File: config.mk
export PLATFORM = sky130hd
export DESIGN_NAME = bcx_branch_exec
export DESIGN_NICKNAME = d
export VERILOG_FILES = /design/src/bcx_pkg.sv /design/src/bcx_branch_exec.sv
export SDC_FILE = /design/constraint.sdc
export NUM_CORES = 1
export LEC_CHECK = 0
export BUFFER_PORTS_ARGS = -buffer_cell sky130_fd_sc_hd__buf_4
export CAP_MARGIN = 20
export CORE_MARGIN = 2
export CORE_UTILIZATION = 50
export CTS_BUF_LIST = sky130_fd_sc_hd__clkbuf_16
export DETAILED_ROUTE_END_ITERATION = 10
export PLACE_DENSITY = 0.85
export SLEW_MARGIN = 20
export SYNTH_ARGS = -nofsm -noshare
export SYNTH_HDL_FRONTEND = slang
export SYNTH_SLANG_ARGS = --single-unit
export TNS_END_PERCENT = 10
File: constraint.sdc
create_clock -name i_clock -period 6 [get_ports i_clock]
set_input_delay 0.3 -clock i_clock [delete_from_list [all_inputs] [get_ports i_clock]]
set_output_delay 0.3 -clock i_clock [all_outputs]
set_load 0.05 [all_outputs]
File: src/bcx_pkg.sv
// shared types and constants of the branch and cpu control execution block
package bcx_pkg;

	// widths
	localparam int unsigned CYC_W = 8;
	localparam int unsigned WAIT_W = 4;

	// instruction kinds
	typedef enum logic [4:0] {
		K_JUMP_UNCONDITIONAL_ABS = 5'h00,
		K_JUMP_UNCONDITIONAL_REL = 5'h01,
		K_JUMP_UNCONDITIONAL_AX = 5'h02,
		K_BRANCH_ON_CARRY = 5'h03,
		K_BRANCH_ON_NO_CARRY = 5'h04,
		K_BRANCH_ON_ZERO = 5'h05,
		K_BRANCH_ON_NONZERO = 5'h06,
		K_BRANCH_IF_BIT_SET = 5'h07,
		K_BRANCH_IF_BIT_CLEAR = 5'h08,
		K_BRANCH_TEST_AND_CLEAR = 5'h09,
		K_DECREMENT_BRANCH_NONZERO = 5'h0a,
		K_BANK_SELECT = 5'h0b,
		K_NO_OPERATION_INSTR = 5'h0c,
		K_INTERRUPT_ENABLE_INSTR = 5'h0d,
		K_INTERRUPT_DISABLE_INSTR = 5'h0e,
		K_LIGHT_STANDBY = 5'h0f,
		K_DEEP_STANDBY = 5'h10
	} bcx_kind_e;

	// operand places
	typedef enum logic [2:0] {
		M_NONE = 3'h0,
		M_SADDR = 3'h1,
		M_SFR = 3'h2,
		M_ACC = 3'h3,
		M_PSW = 3'h4,
		M_HL = 3'h5,
		M_REG_B = 3'h6,
		M_REG_C = 3'h7
	} bcx_mode_e;

	// issued instruction with its fetched operand byte
	typedef struct packed {
		bcx_kind_e kind;
		bcx_mode_e mode;
		logic [2:0] bit_idx;
		logic [7:0] signed_displacement;
		logic [15:0] addr16;
		logic [15:0] pc;
		logic [7:0] opnd;
		logic hs_ram;
		logic [WAIT_W-1:0] rd_wait;
		logic [WAIT_W-1:0] wr_wait;
	} bcx_instr_s;

	// working registers of the core
	typedef struct packed {
		logic [7:0] a;
		logic [7:0] x;
		logic [7:0] b;
		logic [7:0] c;
	} bcx_regs_s;

	// completion record
	typedef struct packed {
		logic [15:0] pc;
		logic [2:0] len;
		logic [CYC_W-1:0] cycles;
		logic taken;
		logic wb_en;
		bcx_mode_e wb_mode;
		logic [7:0] wb_data;
	} bcx_result_s;

	// status word fields
	localparam int unsigned PSW_CARRY = 0;
	localparam int unsigned PSW_BANK_LO = 3;
	localparam int unsigned PSW_AUX_CARRY = 4;
	localparam int unsigned PSW_BANK_HI = 5;
	localparam int unsigned PSW_ZERO = 6;
	localparam int unsigned PSW_IE = 7;
	localparam logic [7:0] PSW_RESET = 8'h00;

	// instruction lengths in bytes
	localparam logic [2:0] LEN_1 = 3'h1;
	localparam logic [2:0] LEN_2 = 3'h2;
	localparam logic [2:0] LEN_3 = 3'h3;
	localparam logic [2:0] LEN_4 = 3'h4;

	// clock counts
	localparam logic [CYC_W-1:0] CYC_NOP = 8'h02;
	localparam logic [CYC_W-1:0] CYC_SEL = 8'h04;
	localparam logic [CYC_W-1:0] CYC_SHORT = 8'h06;
	localparam logic [CYC_W-1:0] CYC_BIT_FAST = 8'h08;
	localparam logic [CYC_W-1:0] CYC_BIT_SLOW = 8'h09;
	localparam logic [CYC_W-1:0] CYC_MEM_FAST = 8'h0a;
	localparam logic [CYC_W-1:0] CYC_MEM_SLOW = 8'h0b;
	localparam logic [CYC_W-1:0] CYC_CLR_SLOW = 8'h0c;

endpackage

File: src/bcx_branch_exec.sv
// execution of branch, bit-test branch, decrement-branch and cpu control instructions
`timescale 1ns/1ps
module bcx_branch_exec (
	// clock and reset
	input wire logic i_clock,
	input wire logic i_rst_n,
	// instruction issue
	input wire logic i_start,
	input wire bcx_pkg::bcx_instr_s i_instr,
	input wire bcx_pkg::bcx_regs_s i_regs,
	// status word load from the rest of the core
	input wire logic i_psw_we,
	input wire logic [7:0] i_psw_wdata,
	// standby release
	input wire logic i_wake,
	// completion
	output logic o_busy,
	output logic o_done,
	output bcx_pkg::bcx_result_s o_result,
	// core state
	output logic [7:0] o_psw,
	output logic o_halt,
	output logic o_stop
);

	typedef enum logic [1:0] {
		BCX_IDLE = 2'h0,
		BCX_EXEC = 2'h1
	} bcx_state_e;

	// length in bytes of each form
	function automatic logic [2:0] instr_len(input bcx_pkg::bcx_kind_e k, input bcx_pkg::bcx_mode_e md);
		logic [2:0] l;
		l = bcx_pkg::LEN_2;
		case (k)
			bcx_pkg::K_JUMP_UNCONDITIONAL_ABS:
				l = bcx_pkg::LEN_3;
			bcx_pkg::K_NO_OPERATION_INSTR:
				l = bcx_pkg::LEN_1;
			bcx_pkg::K_BRANCH_IF_BIT_SET:
				l = (md == bcx_pkg::M_SFR) ? bcx_pkg::LEN_4 : bcx_pkg::LEN_3;
			bcx_pkg::K_BRANCH_IF_BIT_CLEAR, bcx_pkg::K_BRANCH_TEST_AND_CLEAR:
			begin
				case (md)
					bcx_pkg::M_SADDR, bcx_pkg::M_SFR, bcx_pkg::M_PSW:
						l = bcx_pkg::LEN_4;
					default:
						l = bcx_pkg::LEN_3;
				endcase
			end
			bcx_pkg::K_DECREMENT_BRANCH_NONZERO:
				l = (md == bcx_pkg::M_SADDR) ? bcx_pkg::LEN_3 : bcx_pkg::LEN_2;
			default:
				l = bcx_pkg::LEN_2;
		endcase
		return l;
	endfunction

	// clock count for internal rom fetch, fast column for high-speed ram or no data access
	function automatic logic [7:0] instr_cycles(input bcx_pkg::bcx_instr_s ins);
		logic [7:0] c;
		logic [7:0] n;
		logic [7:0] m;
		logic fast;
		n = {4'h0, ins.rd_wait};
		m = {4'h0, ins.wr_wait};
		fast = ins.hs_ram;
		c = bcx_pkg::CYC_SHORT;
		case (ins.kind)
			bcx_pkg::K_JUMP_UNCONDITIONAL_AX:
				c = bcx_pkg::CYC_BIT_FAST;
			bcx_pkg::K_NO_OPERATION_INSTR:
				c = bcx_pkg::CYC_NOP;
			bcx_pkg::K_BANK_SELECT:
				c = bcx_pkg::CYC_SEL;
			bcx_pkg::K_BRANCH_IF_BIT_SET, bcx_pkg::K_BRANCH_IF_BIT_CLEAR:
			begin
				case (ins.mode)
					bcx_pkg::M_SADDR:
						if (ins.kind == bcx_pkg::K_BRANCH_IF_BIT_SET)
							c = fast ? bcx_pkg::CYC_BIT_FAST : bcx_pkg::CYC_BIT_SLOW;
						else
							c = fast ? bcx_pkg::CYC_MEM_FAST : bcx_pkg::CYC_MEM_SLOW;
					bcx_pkg::M_SFR:
						c = bcx_pkg::CYC_MEM_SLOW;
					bcx_pkg::M_PSW:
						if (ins.kind == bcx_pkg::K_BRANCH_IF_BIT_SET)
							c = bcx_pkg::CYC_BIT_SLOW;
						else
							c = bcx_pkg::CYC_MEM_SLOW;
					bcx_pkg::M_HL:
						c = fast ? bcx_pkg::CYC_MEM_FAST : bcx_pkg::CYC_MEM_SLOW + n;
					default:
						c = bcx_pkg::CYC_BIT_FAST;
				endcase
			end
			bcx_pkg::K_BRANCH_TEST_AND_CLEAR:
			begin
				case (ins.mode)
					bcx_pkg::M_SADDR:
						c = fast ? bcx_pkg::CYC_MEM_FAST : bcx_pkg::CYC_CLR_SLOW;
					bcx_pkg::M_SFR, bcx_pkg::M_PSW:
						c = bcx_pkg::CYC_CLR_SLOW;
					bcx_pkg::M_HL:
						c = fast ? bcx_pkg::CYC_MEM_FAST : bcx_pkg::CYC_CLR_SLOW + n + m;
					default:
						c = bcx_pkg::CYC_BIT_FAST;
				endcase
			end
			bcx_pkg::K_DECREMENT_BRANCH_NONZERO:
			begin
				if (ins.mode == bcx_pkg::M_SADDR)
					c = fast ? bcx_pkg::CYC_BIT_FAST : bcx_pkg::CYC_MEM_FAST;
				else
					c = bcx_pkg::CYC_SHORT;
			end
			default:
				c = bcx_pkg::CYC_SHORT;
		endcase
		return c;
	endfunction

	bcx_state_e state_q;
	logic [7:0] cnt_q;
	logic [7:0] psw_q;
	logic halt_q;
	logic stop_q;
	logic done_q;
	bcx_pkg::bcx_result_s res_q;
	bcx_pkg::bcx_result_s pend_q;
	logic pend_psw_we_q;
	logic [7:0] pend_psw_q;
	logic pend_halt_q;
	logic pend_stop_q;

	logic accept;
	logic commit;
	logic [2:0] len;
	logic [7:0] src;
	logic bit_val;
	logic [7:0] cleared;
	logic [7:0] dec;
	logic [15:0] seq_pc;
	logic [15:0] rel_pc;
	bcx_pkg::bcx_result_s nxt;
	logic nxt_psw_we;
	logic [7:0] nxt_psw;

	// handshake: a start is taken only while idle
	assign o_busy = (state_q != BCX_IDLE);
	assign accept = i_start && (state_q == BCX_IDLE);
	assign commit = (state_q == BCX_EXEC) && (cnt_q == 8'h00);

	// operand selection and bit arithmetic
	always_comb
	begin
		len = instr_len(i_instr.kind, i_instr.mode);
		case (i_instr.mode)
			bcx_pkg::M_ACC:
				src = i_regs.a;
			bcx_pkg::M_PSW:
				src = psw_q;
			bcx_pkg::M_REG_B:
				src = i_regs.b;
			bcx_pkg::M_REG_C:
				src = i_regs.c;
			default:
				src = i_instr.opnd;
		endcase
		bit_val = src[i_instr.bit_idx];
		cleared = src & ~(8'h01 << i_instr.bit_idx);
		dec = src - 8'h01;
		seq_pc = i_instr.pc + {13'h0000, len};
		rel_pc = seq_pc + {{8{i_instr.signed_displacement[7]}}, i_instr.signed_displacement};
	end

	// outcome of the issued instruction
	always_comb
	begin
		nxt = '0;
		nxt.len = len;
		nxt.cycles = instr_cycles(i_instr);
		nxt.wb_mode = i_instr.mode;
		nxt_psw_we = 1'b0;
		nxt_psw = psw_q;
		case (i_instr.kind)
			bcx_pkg::K_JUMP_UNCONDITIONAL_ABS, bcx_pkg::K_JUMP_UNCONDITIONAL_REL, bcx_pkg::K_JUMP_UNCONDITIONAL_AX:
				nxt.taken = 1'b1;
			bcx_pkg::K_BRANCH_ON_CARRY:
				nxt.taken = psw_q[bcx_pkg::PSW_CARRY];
			bcx_pkg::K_BRANCH_ON_NO_CARRY:
				nxt.taken = !psw_q[bcx_pkg::PSW_CARRY];
			bcx_pkg::K_BRANCH_ON_ZERO:
				nxt.taken = psw_q[bcx_pkg::PSW_ZERO];
			bcx_pkg::K_BRANCH_ON_NONZERO:
				nxt.taken = !psw_q[bcx_pkg::PSW_ZERO];
			bcx_pkg::K_BRANCH_IF_BIT_SET:
				nxt.taken = bit_val;
			bcx_pkg::K_BRANCH_IF_BIT_CLEAR:
				nxt.taken = !bit_val;
			bcx_pkg::K_BRANCH_TEST_AND_CLEAR:
			begin
				nxt.taken = bit_val;
				if (i_instr.mode == bcx_pkg::M_PSW)
				begin
					nxt_psw_we = bit_val;
					nxt_psw = cleared;
				end
				else
				begin
					nxt.wb_en = bit_val;
					nxt.wb_data = cleared;
				end
			end
			bcx_pkg::K_DECREMENT_BRANCH_NONZERO:
			begin
				nxt.wb_en = 1'b1;
				nxt.wb_data = dec;
				nxt.taken = (dec != 8'h00);
			end
			bcx_pkg::K_BANK_SELECT:
			begin
				nxt_psw_we = 1'b1;
				nxt_psw[bcx_pkg::PSW_BANK_HI] = i_instr.opnd[1];
				nxt_psw[bcx_pkg::PSW_BANK_LO] = i_instr.opnd[0];
			end
			bcx_pkg::K_INTERRUPT_ENABLE_INSTR:
			begin
				nxt_psw_we = 1'b1;
				nxt_psw[bcx_pkg::PSW_IE] = 1'b1;
			end
			bcx_pkg::K_INTERRUPT_DISABLE_INSTR:
			begin
				nxt_psw_we = 1'b1;
				nxt_psw[bcx_pkg::PSW_IE] = 1'b0;
			end
			default:
				nxt.taken = 1'b0;
		endcase
		// target selection
		case (i_instr.kind)
			bcx_pkg::K_JUMP_UNCONDITIONAL_ABS:
				nxt.pc = i_instr.addr16;
			bcx_pkg::K_JUMP_UNCONDITIONAL_AX:
				nxt.pc = {i_regs.a, i_regs.x};
			default:
				nxt.pc = nxt.taken ? rel_pc : seq_pc;
		endcase
	end

	// sequencer: holds the instruction for its documented clock count
	always_ff @(posedge i_clock or negedge i_rst_n)
	begin
		if (!i_rst_n)
		begin
			state_q <= BCX_IDLE;
			cnt_q <= 8'h00;
		end
		else
		begin
			case (state_q)
				BCX_IDLE:
					if (accept)
					begin
						state_q <= BCX_EXEC;
						cnt_q <= nxt.cycles - 8'h01;
					end
				BCX_EXEC:
					if (commit)
						state_q <= BCX_IDLE;
					else
						cnt_q <= cnt_q - 8'h01;
				default:
					state_q <= BCX_IDLE;
			endcase
		end
	end

	// outcome captured at issue
	always_ff @(posedge i_clock or negedge i_rst_n)
	begin
		if (!i_rst_n)
		begin
			pend_q <= '0;
			pend_psw_we_q <= 1'b0;
			pend_psw_q <= bcx_pkg::PSW_RESET;
			pend_halt_q <= 1'b0;
			pend_stop_q <= 1'b0;
		end
		else if (accept)
		begin
			pend_q <= nxt;
			pend_psw_we_q <= nxt_psw_we;
			pend_psw_q <= nxt_psw;
			pend_halt_q <= (i_instr.kind == bcx_pkg::K_LIGHT_STANDBY);
			pend_stop_q <= (i_instr.kind == bcx_pkg::K_DEEP_STANDBY);
		end
	end

	// completion record and pulse
	always_ff @(posedge i_clock or negedge i_rst_n)
	begin
		if (!i_rst_n)
		begin
			res_q <= '0;
			done_q <= 1'b0;
		end
		else
		begin
			done_q <= commit;
			if (commit)
				res_q <= pend_q;
		end
	end

	// status word: a completing status write wins over a load from the core
	always_ff @(posedge i_clock or negedge i_rst_n)
	begin
		if (!i_rst_n)
			psw_q <= bcx_pkg::PSW_RESET;
		else if (commit && pend_psw_we_q)
			psw_q <= pend_psw_q;
		else if (i_psw_we)
			psw_q <= i_psw_wdata;
	end

	// standby modes: entry wins over a wake in the same cycle
	always_ff @(posedge i_clock or negedge i_rst_n)
	begin
		if (!i_rst_n)
		begin
			halt_q <= 1'b0;
			stop_q <= 1'b0;
		end
		else
		begin
			if (commit && pend_halt_q)
				halt_q <= 1'b1;
			else if (i_wake)
				halt_q <= 1'b0;
			if (commit && pend_stop_q)
				stop_q <= 1'b1;
			else if (i_wake)
				stop_q <= 1'b0;
		end
	end

	// outputs
	assign o_done = done_q;
	assign o_result = res_q;
	assign o_psw = psw_q;
	assign o_halt = halt_q;
	assign o_stop = stop_q;

endmodule

==> metrics.yaml, run 1 <==
status:
  status: "completed"
critical_path:
  crit_top_cell: "a21oi_1"
  r2r-end: "pend_q[28]"
  r2r-start: "o_psw[0]"
  cp.arrival_ns: 5.07
  critPathSlowestCell: "or4b_2"
  start_kind: "input pin"
  cp-end-kind: "flop"
  reg2reg_depth: 11
  crit_required_ns: 6.24
  worst-r2r-setup-slack_ns: 2.13
  critical_path.top_delay_family: "compound AO/OA/AOI/OAI gates"
  path_cells: "buf_4 -> or4b_2 -> a21o_1 -> a21oi_1 -> nor2_1 -> o311ai_0 -> ha_1 -> inv_1 -> fa_1 -> inv_1 -> a21o_1 -> nand4_1 -> xnor2_1 -> ha_1 -> a21oi_1 -> nand2b_1 -> o211ai_1 -> a21oi_1 -> o31ai_1 -> xor2_1 -> a21oi_1 -> xnor2_1 -> a21oi_1"
  max_stage_delay_ns: 0.80
  crit_type: "in2reg"
  path_buf_inv: 3
  crit_path_max_fanout: 16
die:
  start_util_pct: 51.01
  pin_count: 165
  num_rows: 44
  die_h_um: 125.5
  die_x_um: 125.5
  core_um2: 14480
  die_area_um2: 15760
sta:
  rsz0062_at_grt: "no"
  clock.fmax_ghz: 0.2068
  maxSlewHeadroom_pct: 34.69
  post-route-min-period_ns: 4.836
  setup_viol: 0
  maxSlewViolCount: 0
  worst_pin_slew_ns: 0.9549
  final.setup_skew_ns: 0.007581
  tns_ns: 0
  fin_crit_sh_pct: 80.60
  hold_violations: 0
logic_synthesis:
  postSynthCellCount: 920
  avgSynthCellArea_um2: 8.028
  yosysWarnings: 0
  async_flop_share_pct: 100.0
  synth_cell_types: 72
  synth_enable_flop_cells: 0
  yosys_most_used_dff: "dfrtp_1"
  syn_area_um2: 7386
  ys_seq_area_share_pct: 36.25
  ys_seq_elements: 107
placed_design:
  place_congestion: 0.9442
  placement.io_buffers: 162
  hpwl_mm: 16.45
  place_inst: 1222
grt:
  grt_pass1_wl_mm: 34.48
  grtUsageTotal_pct: 27.20
  antenna_found_initial: 0
  first_global_vias: 6750
  grt_max_degree: 75
  overflow: 0
route:
  postRouteAntennaNets: 0
  drtPass1Iterations: 8
  totalWireLength_mm: 21.44
  drtIter0Drc: 723
  drc: 0
  wl_per_cell_um: 17.31
  vias_per_cell: 5.845
  num_vias: 7242
pwr:
  power.leakage_nw: 4.243
  worst_ir_drop_vdd_mv: 0.1990
  power_density_nw_per_um2: 332.4
clock_tree:
  insertion_delay_ns: 0.36
  cts.clk_slew.worst_paths_ns: 0.07
  cts_tree: "built"
  clkSinkCount: 107
  htreeDepth: 3
  root_buffer: "clkbuf_16"
  cts_buffer_depth: 2
  cts_setup_buffers: 0
  cts_inserted_buffers: 9
final_layout:
  nets: 1195
  nFillCells: 1264
  syn2layout_area_growth_pct: 21.82
  utilization_pct: 62.14
  final_cells: 1239
  drive_gt1_share_pct: 19.15
  diodes: 0
  regArea_um2: 2678
  multi_input_area_um2: 4360
hold_path:
  hold_depth: 3
  min_to: "o_psw[1]"
  min_from: "i_psw_wdata[1]"
  hold_class: "in2reg"
flow_run:
  drv_cap: 0
-- sequential cells by signal (all words and copies together), names as in the netlist --
| name | flops |
|---|---|
| state_q | 1 |
| o_psw | 8 |
| pend_psw_q | 8 |
| o_done | 1 |
| pend_halt_q | 1 |
| pend_q | 38 |
| pend_psw_we_q | 1 |
| o_result | 38 |
| o_stop | 1 |
| cnt_q | 8 |
| o_halt | 1 |
| pend_stop_q | 1 |
-- tightest hold or removal path, stage by stage --
cell	delay, ns
buf_4	0.07
mux2i_1	0.05
a21oi_1	0.13
-- layout by cell type, fill, tap and decap left out, types with 11 or more instances in the layout --
master / count
buf_4: 170
nand3_1: 26
inv_1: 33
nand2_1: 206
nor3_1: 18
xor2_1: 11
dfrtp_1: 107
o21ai_0: 59
xnor2_1: 34
a221oi_1: 16
mux2i_1: 31
ha_1: 29
a21oi_1: 76
nor2_1: 67
-- power breakdown --
| part | total [mW] | leakage (nW) | internal [mW] | switching (mW) |
|---|---|---|---|---|
| Combinational | 1.25 | 2.74 | 0.454 | 0.799 |
| Sequential | 1.12 | 1.35 | 0.957 | 0.163 |
| Clock | 0.618 | 0.150 | 0.332 | 0.286 |
-- per-layer routing --
metal / global-route usage [%] / part of all wire (%) / vias up
met5: 0 / 0 / -
met4: 8.627 / 2.3 / 0
met3: 4.750 / 8.4 / 45
met2: 42.19 / 45 / 350
met1: 38.91 / 44 / 3375
li1: - / - / 3472
-- what timing repair did --
item / CTS / global route
endpoints found under the setup margin: 0 / 0
hold buffers: 1 / 0
resized for setup: 0 / 0
endpoints found under the hold margin: 33 / 0
-- how the worst max path moves through the flow --
stage,startpoint,endpoint,cells past startpoint
2_1_floorplan,i_instr[62],pend_q[36],23
3_3_place_gp,i_instr[67],pend_q[39],23
3_5_place_dp,i_instr[67],pend_q[39],23
4_1_cts,i_instr[67],pend_q[39],23
5_1_grt,i_instr[61],pend_q[36],19
6_report,i_instr[67],pend_q[39],23
-- metrics by stage --
step	power [mW]	cell area [um2]	hold WS (ns)	setup WS, ns
after detailed placement	2.375	8680	0.2684	0.8767
after global placement	2.345	8680	0.2704	0.9984
final	2.991	8997	0.2441	1.164
after floorplan	1.969	7390	0.004409	1.173
after CTS	2.994	8997	0.2415	1.248
after global routing	3.167	8997	0.2607	0.7541
-- cell type report --
| type | count | share of cell area (%) |
|---|---|---|
| multi-input combinational | 725 | 48.46 |
| sequential | 107 | 29.76 |
| timing repair buffer | 171 | 14.30 |
| tap | 184 | 2.559 |
| clock buffer | 9 | 2.503 |
| inverter | 36 | 1.502 |
| clock inverter | 7 | 0.9178 |
-- synth_stat cells, types with 16 or more instances --
master / instances / share of area, %
nand2_1: 207 / 11
clkbuf_1: 38 / 1.9
o21ai_0: 60 / 4.1
a221oi_1: 16 / 1.9
inv_1: 33 / 1.7
dfrtp_1: 107 / 36
ha_1: 29 / 4.9
xnor2_1: 34 / 4.0
mux2i_1: 31 / 4.2
nand3_1: 26 / 1.8
nor3_1: 18 / 1.2
nor2_1: 67 / 3.4
a21oi_1: 76 / 5.1
-- kinds of logic after synthesis --
family / after synthesis / share of synthesized area [%]
compound gates: 236 / 20.41
simple gates: 376 / 22.50
buf+inv: 89 / 4.913
mux: 34 / 4.811
fa+ha+maj: 32 / 5.726
xor+xnor: 45 / 5.336
other cells: 1 / 0.05077
flops: 107 / 36.25
No activity file was read; power rests on OpenSTA's default activity.
==> run 2, diff against run 1 <==
--- a/config.mk
+++ b/config.mk
@@ -5,13 +5,14 @@
 export SDC_FILE = /design/constraint.sdc
 export NUM_CORES = 1
 export LEC_CHECK = 0
+export ABC_AREA = 1
 export BUFFER_PORTS_ARGS = -buffer_cell sky130_fd_sc_hd__buf_4
 export CAP_MARGIN = 20
 export CORE_MARGIN = 2
 export CORE_UTILIZATION = 50
 export CTS_BUF_LIST = sky130_fd_sc_hd__clkbuf_16
 export DETAILED_ROUTE_END_ITERATION = 10
-export PLACE_DENSITY = 0.85
+export PLACE_DENSITY = 0.84
 export SLEW_MARGIN = 20
 export SYNTH_ARGS = -nofsm -noshare
 export SYNTH_HDL_FRONTEND = slang
==> constraint.sdc (replaced) <==
create_clock -name i_clock -period 4.5 [get_ports i_clock]
set_input_delay 0.225 -clock i_clock [delete_from_list [all_inputs] [get_ports i_clock]]
set_output_delay 0.225 -clock i_clock [all_outputs]
set_load 0.05 [all_outputs]
==> metrics.yaml, run 2 <==
status:
  status: "completed"
die:
  pin_count: 165
  die_area_um2: 15970
  die_x_um: 126.4
  core_um2: 14590
  start_util_pct: 51.33
  die_h_um: 126.4
  num_rows: 44
logic_synthesis:
  syn_area_um2: 7488
  synth_commonest_cells: "275 x nand2_1, 154 x inv_1, 107 x dfrtp_1"
  synth_enable_flop_cells: 0
  yosysWarnings: 0
  avgSynthCellArea_um2: 7.051
  yosysMostFrequentCell: "nand2_1"
  synth_cell_types: 48
  postSynthCellCount: 1062
  yosys.area.top_type: "dfrtp_1"
  synth_top_area_share_pct: 35.76
  async_flop_share_pct: 100.0
  synthTopCellsByArea: "dfrtp_1 36%, nand2_1 14%, inv_1 7.7%"
  ys_seq_elements: 107
  yosys_most_used_dff: "dfrtp_1"
  ys_seq_area_share_pct: 35.76
critical_path:
  critical_path.top_delay_family: "simple AND/OR/NAND/NOR gates"
  crit_type: "in2reg"
  cp.arrival_ns: 4.37
  start_kind: "input pin"
  crit_top_cell: "nand2_1"
  crit_required_ns: 4.79
  max_stage_delay_ns: 0.40
  cp-end-kind: "flop"
  r2r-start: "o_psw[0]"
  critPathSlowestCell: "fa_1"
  critPathLaunch: "i_instr[62]"
  path_buf_inv: 6
  crit_path_max_fanout: 8
grt:
  grt_max_degree: 78
  grtUsageTotal_pct: 27.90
  antenna_found_initial: 0
  first_global_vias: 7117
  grt_pass1_wl_mm: 35.87
  overflow: 0
pwr:
  worst_ir_drop_vdd_mv: 0.1926
  power_density_nw_per_um2: 408.6
  power.leakage_nw: 4.957
placed_design:
  detailed_place.area_um2: 8899
  hpwl_mm: 17.06
  placement.io_buffers: 162
  place_congestion: 0.9472
route:
  num_vias: 7673
  totalWireLength_mm: 22.22
  vias_per_cell: 5.469
  drtPass1Iterations: 5
  drc: 0
  wl_per_cell_um: 15.84
  drtIter0Drc: 621
  postRouteAntennaNets: 0
final_layout:
  nFillCells: 1353
  final_cell_mix: "273 x nand2_1, 176 x buf_4, 154 x inv_1"
  stdcell_area_um2: 9201
  drive_gt1_share_pct: 20.26
  final_common_cell: "nand2_1"
  diodes: 0
  nets: 1360
  utilization_pct: 63.07
  syn2layout_area_growth_pct: 22.87
clock_tree:
  cts_hold_buf: 0
  root_buffer: "clkbuf_16"
  clkSinkCount: 107
  cts_buffer_depth: 2
  cts_inserted_buffers: 9
  cts_tree: "built"
  htreeDepth: 3
  cts.clk_slew.worst_paths_ns: 0.08
  insertion_delay_ns: 0.36
sta:
  maxSlewHeadroom_pct: 35.94
  clock.fmax_ghz: 0.2451
  maxSlewViolCount: 0
  setup_viol: 0
  hold_violations: 0
  post-route-min-period_ns: 4.080
  worst_pin_slew_ns: 0.9608
  final.setup_skew_ns: 0.01599
  rsz0062_at_grt: "no"
  fin_crit_sh_pct: 90.66
flow_run:
  drv_cap: 0
hold_path:
  hold_class: "in2async"
==> run 2: cell types whose count changed after synthesis, moves of 12 or more <==
cell      before  now
inv_1         33  154
nand2_1      207  275
nand3_1       26   68
a21oi_1       76   44
mux2i_1       31    1
o21ai_0       60   87
xnor2_1       34   10
nor2_1        67   84
clkbuf_1      38   24
nand4_1        5   19
nand2_2        1   14
nor3_1        18    6
==> run 2: routing by layer <==
layer / global-route usage [%] / vias to the layer above / share of wire (%)
met5: 0 / - / 0
met1: 39.86 / 3563 / 45
met2: 44.32 / 311 / 46
met3: 3.796 / 34 / 6.8
li1: - / 3765 / -
met4: 8.597 / 0 / 2.1
==> run 2: kinds of logic (layout without fill, tap and decap cells) <==
| family | Yosys count | after routing | synth area share, % |
|---|---|---|---|
| and+or+nand+nor | 496 | 496 | 28.89 |
| AOI/OAI and AO/OA | 203 | 203 | 16.12 |
| buffers and inverters | 194 | 350 | 10.13 |
| DFF | 107 | 107 | 35.76 |
| adders and majority gates | 32 | 32 | 5.648 |
| xor gates and xnor gates | 28 | 28 | 3.275 |
| other | 1 | 2 | 0.05008 |
| muxes | 1 | 1 | 0.1337 |
==> run 2: layout make-up <==
class | instances | area, um2 | area share [%]
Sequential cell | 107 | 2678 | 29.10
Tap cell | 184 | 230.2 | 2.502
Timing Repair Buffer | 176 | 1321 | 14.36
Multi-Input combinational cell | 762 | 4100 | 44.56
Inverter | 159 | 596.8 | 6.486
Clock buffer | 9 | 225.2 | 2.448
Clock inverter | 6 | 50.05 | 0.5439
==> run 2: repair_timing <==
action / 4_1_cts / 5_1_grt
setup endpoints to repair: 0 / 3
setup buffers: 0 / 0
resized for setup: 0 / 6
==> run 2: worst paths after layout <==
check / to / slack (ns) / cells after the start
setup / recovery: pend_q[39] / 0.42 / 31
hold / removal: o_result[0] / 0.03 / 1
setup reg to reg: pend_q[28] / 1.62 / 17
hold reg to reg: o_result[26] / 0.47 / 2
max in group asynchronous: pend_q[37] / 3.49 / 2
min in group i_clock: o_stop / 0.07 / 2
==> run 2: power by group <==
| group | leakage, nW | internal, mW | switching [mW] | total (mW) |
|---|---|---|---|---|
| Clock | 0.134 | 0.380 | 0.386 | 0.766 |
| Sequential | 1.35 | 1.29 | 0.174 | 1.47 |
| Combinational | 3.47 | 0.529 | 0.999 | 1.53 |
| Total | 4.96 | 2.20 | 1.56 | 3.76 |
==> run 2: through the flow <==
step	setup slack [ns]	hold WS, ns	TNS [ns]	std cells	total power [mW]
after CTS	0.3377	0.05885	0	1403	3.763
after global placement	0.1019	0.4319	0	1388	2.951
after global routing	0.008716	0.06466	0	1403	4.001
after detailed placement	-0.01072	0.4334	-0.01072	1388	2.995
after floorplan	0.4248	-0.07059	0	1063	2.497
final	0.4202	0.02908	0	1403	3.760
==> run 3, diff against run 2 <==
--- a/config.mk
+++ b/config.mk
@@ -9,10 +9,11 @@
 export BUFFER_PORTS_ARGS = -buffer_cell sky130_fd_sc_hd__buf_4
 export CAP_MARGIN = 20
 export CORE_MARGIN = 2
-export CORE_UTILIZATION = 50
+export CORE_UTILIZATION = 45
 export CTS_BUF_LIST = sky130_fd_sc_hd__clkbuf_16
 export DETAILED_ROUTE_END_ITERATION = 10
-export PLACE_DENSITY = 0.84
+export GPL_TIMING_DRIVEN = 1
+export PLACE_DENSITY = 0.78
 export SLEW_MARGIN = 20
 export SYNTH_ARGS = -nofsm -noshare
 export SYNTH_HDL_FRONTEND = slang
==> metrics.yaml, run 3 (same netlist as run 2, synthesis figures left out) <==
route:
  drt-met1-wl_mm: 10.19
  num_vias: 7590
  wl_met2_mm: 10.10
  drtIter0Drc: 580
  topRoutingLayerUsed: "met4"
  drc: 0
  wl_per_cell_um: 15.43
  postRouteAntennaNets: 0
  drtPass1Iterations: 6
  met3_length_mm: 1.378
  totalWireLength_mm: 22.22
  vias_per_cell: 5.271
clock_tree:
  root_buffer: "clkbuf_16"
  cts_buffer_depth: 2
  htreeDepth: 3
  cts.clk_slew.worst_paths_ns: 0.08
  cts_hold_buf: 0
  clkSinkCount: 107
  cts_inserted_buffers: 9
  cts_tree: "built"
  insertion_delay_ns: 0.36
pwr:
  p_switching_mw: 1.556
  pwr-share-comb_pct: 40.6
  clkPwrFrac_pct: 20.6
  power.leakage_nw: 4.954
  worst_ir_drop_vdd_mv: 0.2342
  p_int_mw: 2.204
  switching_share_pct: 41.38
  pwr-share-seq_pct: 38.8
  power_density_nw_per_um2: 406.7
status:
  violations: "hold timing"
  status: "finished with violations"
critical_path:
  cp.arrival_ns: 4.40
  crit_type: "in2reg"
  max_stage_delay_ns: 0.40
  crit_path_max_fanout: 5
  crit_required_ns: 4.79
  cp-end-kind: "flop"
  start_kind: "input pin"
  reg2reg_depth: 14
  critPathSlowestCell: "fa_1"
die:
  die_x_um: 133
  die_area_um2: 17690
  start_util_pct: 45.64
  num_rows: 47
  core_um2: 16410
  die_h_um: 133
  pin_count: 165
grt:
  grtUsageTotal_pct: 25.56
  antenna_found_initial: 0
  overflow: 0
  grt_max_degree: 76
  grt_pass1_wl_mm: 36.06
  first_global_vias: 7166
sta:
  finalWorstSetupSlack_ns: 0.3988
  maxSlewViolCount: 0
  maxSlewHeadroom_pct: 37.20
  setup_viol: 0
  hold_ws_ns: -0.02392
  worst_pin_slew_ns: 0.9420
  hold_violations: 12
  fin_crit_sh_pct: 91.14
  final.setup_skew_ns: 0.009050
  clock.fmax_ghz: 0.2438
  post-route-min-period_ns: 4.101
final_layout:
  syn2layout_area_growth_pct: 23.46
  final_cell_mix: "273 x nand2_1, 176 x buf_4, 154 x inv_1"
  diodes: 0
  final_common_cell: "nand2_1"
  nets: 1360
  drive_gt1_share_pct: 20.08
hold_path:
  hold_class: "in2async"
placed_design:
  place_congestion: 0.9149
  hpwl_mm: 16.99
  post-place-ws_ns: -0.02114
  placement.io_buffers: 162
flow_run:
  drv_cap: 0
## run 3: stage by stage
stage                TNS (ns)  instances  instance area (um2)  power [mW]  util [%]
CTS                         0       1438                 9215       3.766     56.17
floorplan                   0       1063                 7492       2.497         -
global route        -0.008794       1440                 9245       4.019     56.35
global placement            0       1422                 8929       2.960     54.42
finish                      0       1440                 9245       3.760     56.35
detailed placement   -0.02114       1422                 8929       2.991     54.42
## run 3: repair_timing
item / 4_1_cts / 5_1_grt
resized for setup: 0 / 3
setup buffers: 0 / 2
endpoints found under the setup margin: 0 / 1
## run 3: worst paths after layout
| path | startpoint | slack (ns) | to |
|---|---|---|---|
| worst max register to register | o_psw[1] | 1.59 | pend_q[29] |
| worst max-delay path | i_instr[65] | 0.40 | pend_q[39] |
| max in group asynchronous | i_rst_n | 3.48 | o_result[39] |
| worst min-delay path | i_rst_n | -0.02 | cnt_q[5] |
| worst min register to register | o_result[25] | 0.47 | o_result[25] |
| min in group i_clock | i_wake | 0.07 | o_halt |
## run 3: power by group through the flow
stage	clock network [mW]	registers [mW]	logic, mW
final	0.775	1.46	1.52
after global routing	0.825	1.50	1.69
after CTS	0.784	1.46	1.52
after detailed placement	0	1.48	1.51
after global placement	0	1.47	1.49
after floorplan	0	1.73	0.762
## run 3: area by class of cell
type / count / area, um2
sequential: 107 / 2678
timing repair buffer: 176 / 1321
inverter: 159 / 596.8
multi-input combinational: 762 / 4088
fill: 1620 / 7162
clock inverter: 7 / 61.31
tap: 220 / 275.3
clock buffer: 9 / 225.2
## run 3: layer usage
layer	track usage (%)	vias to the layer above
met5	0	-
met4	8.124	0
met3	4.521	41
met2	40.88	264
met1	35.34	3530
li1	-	3755
## run 3: critical path, delay by kind of cell
family / cells / cell delay (ns)
buffers and inverters: 8 / 0.91
adders and majority gates: 3 / 0.86
and+or+nand+nor: 12 / 1.30
AOI/OAI and AO/OA: 8 / 1.10
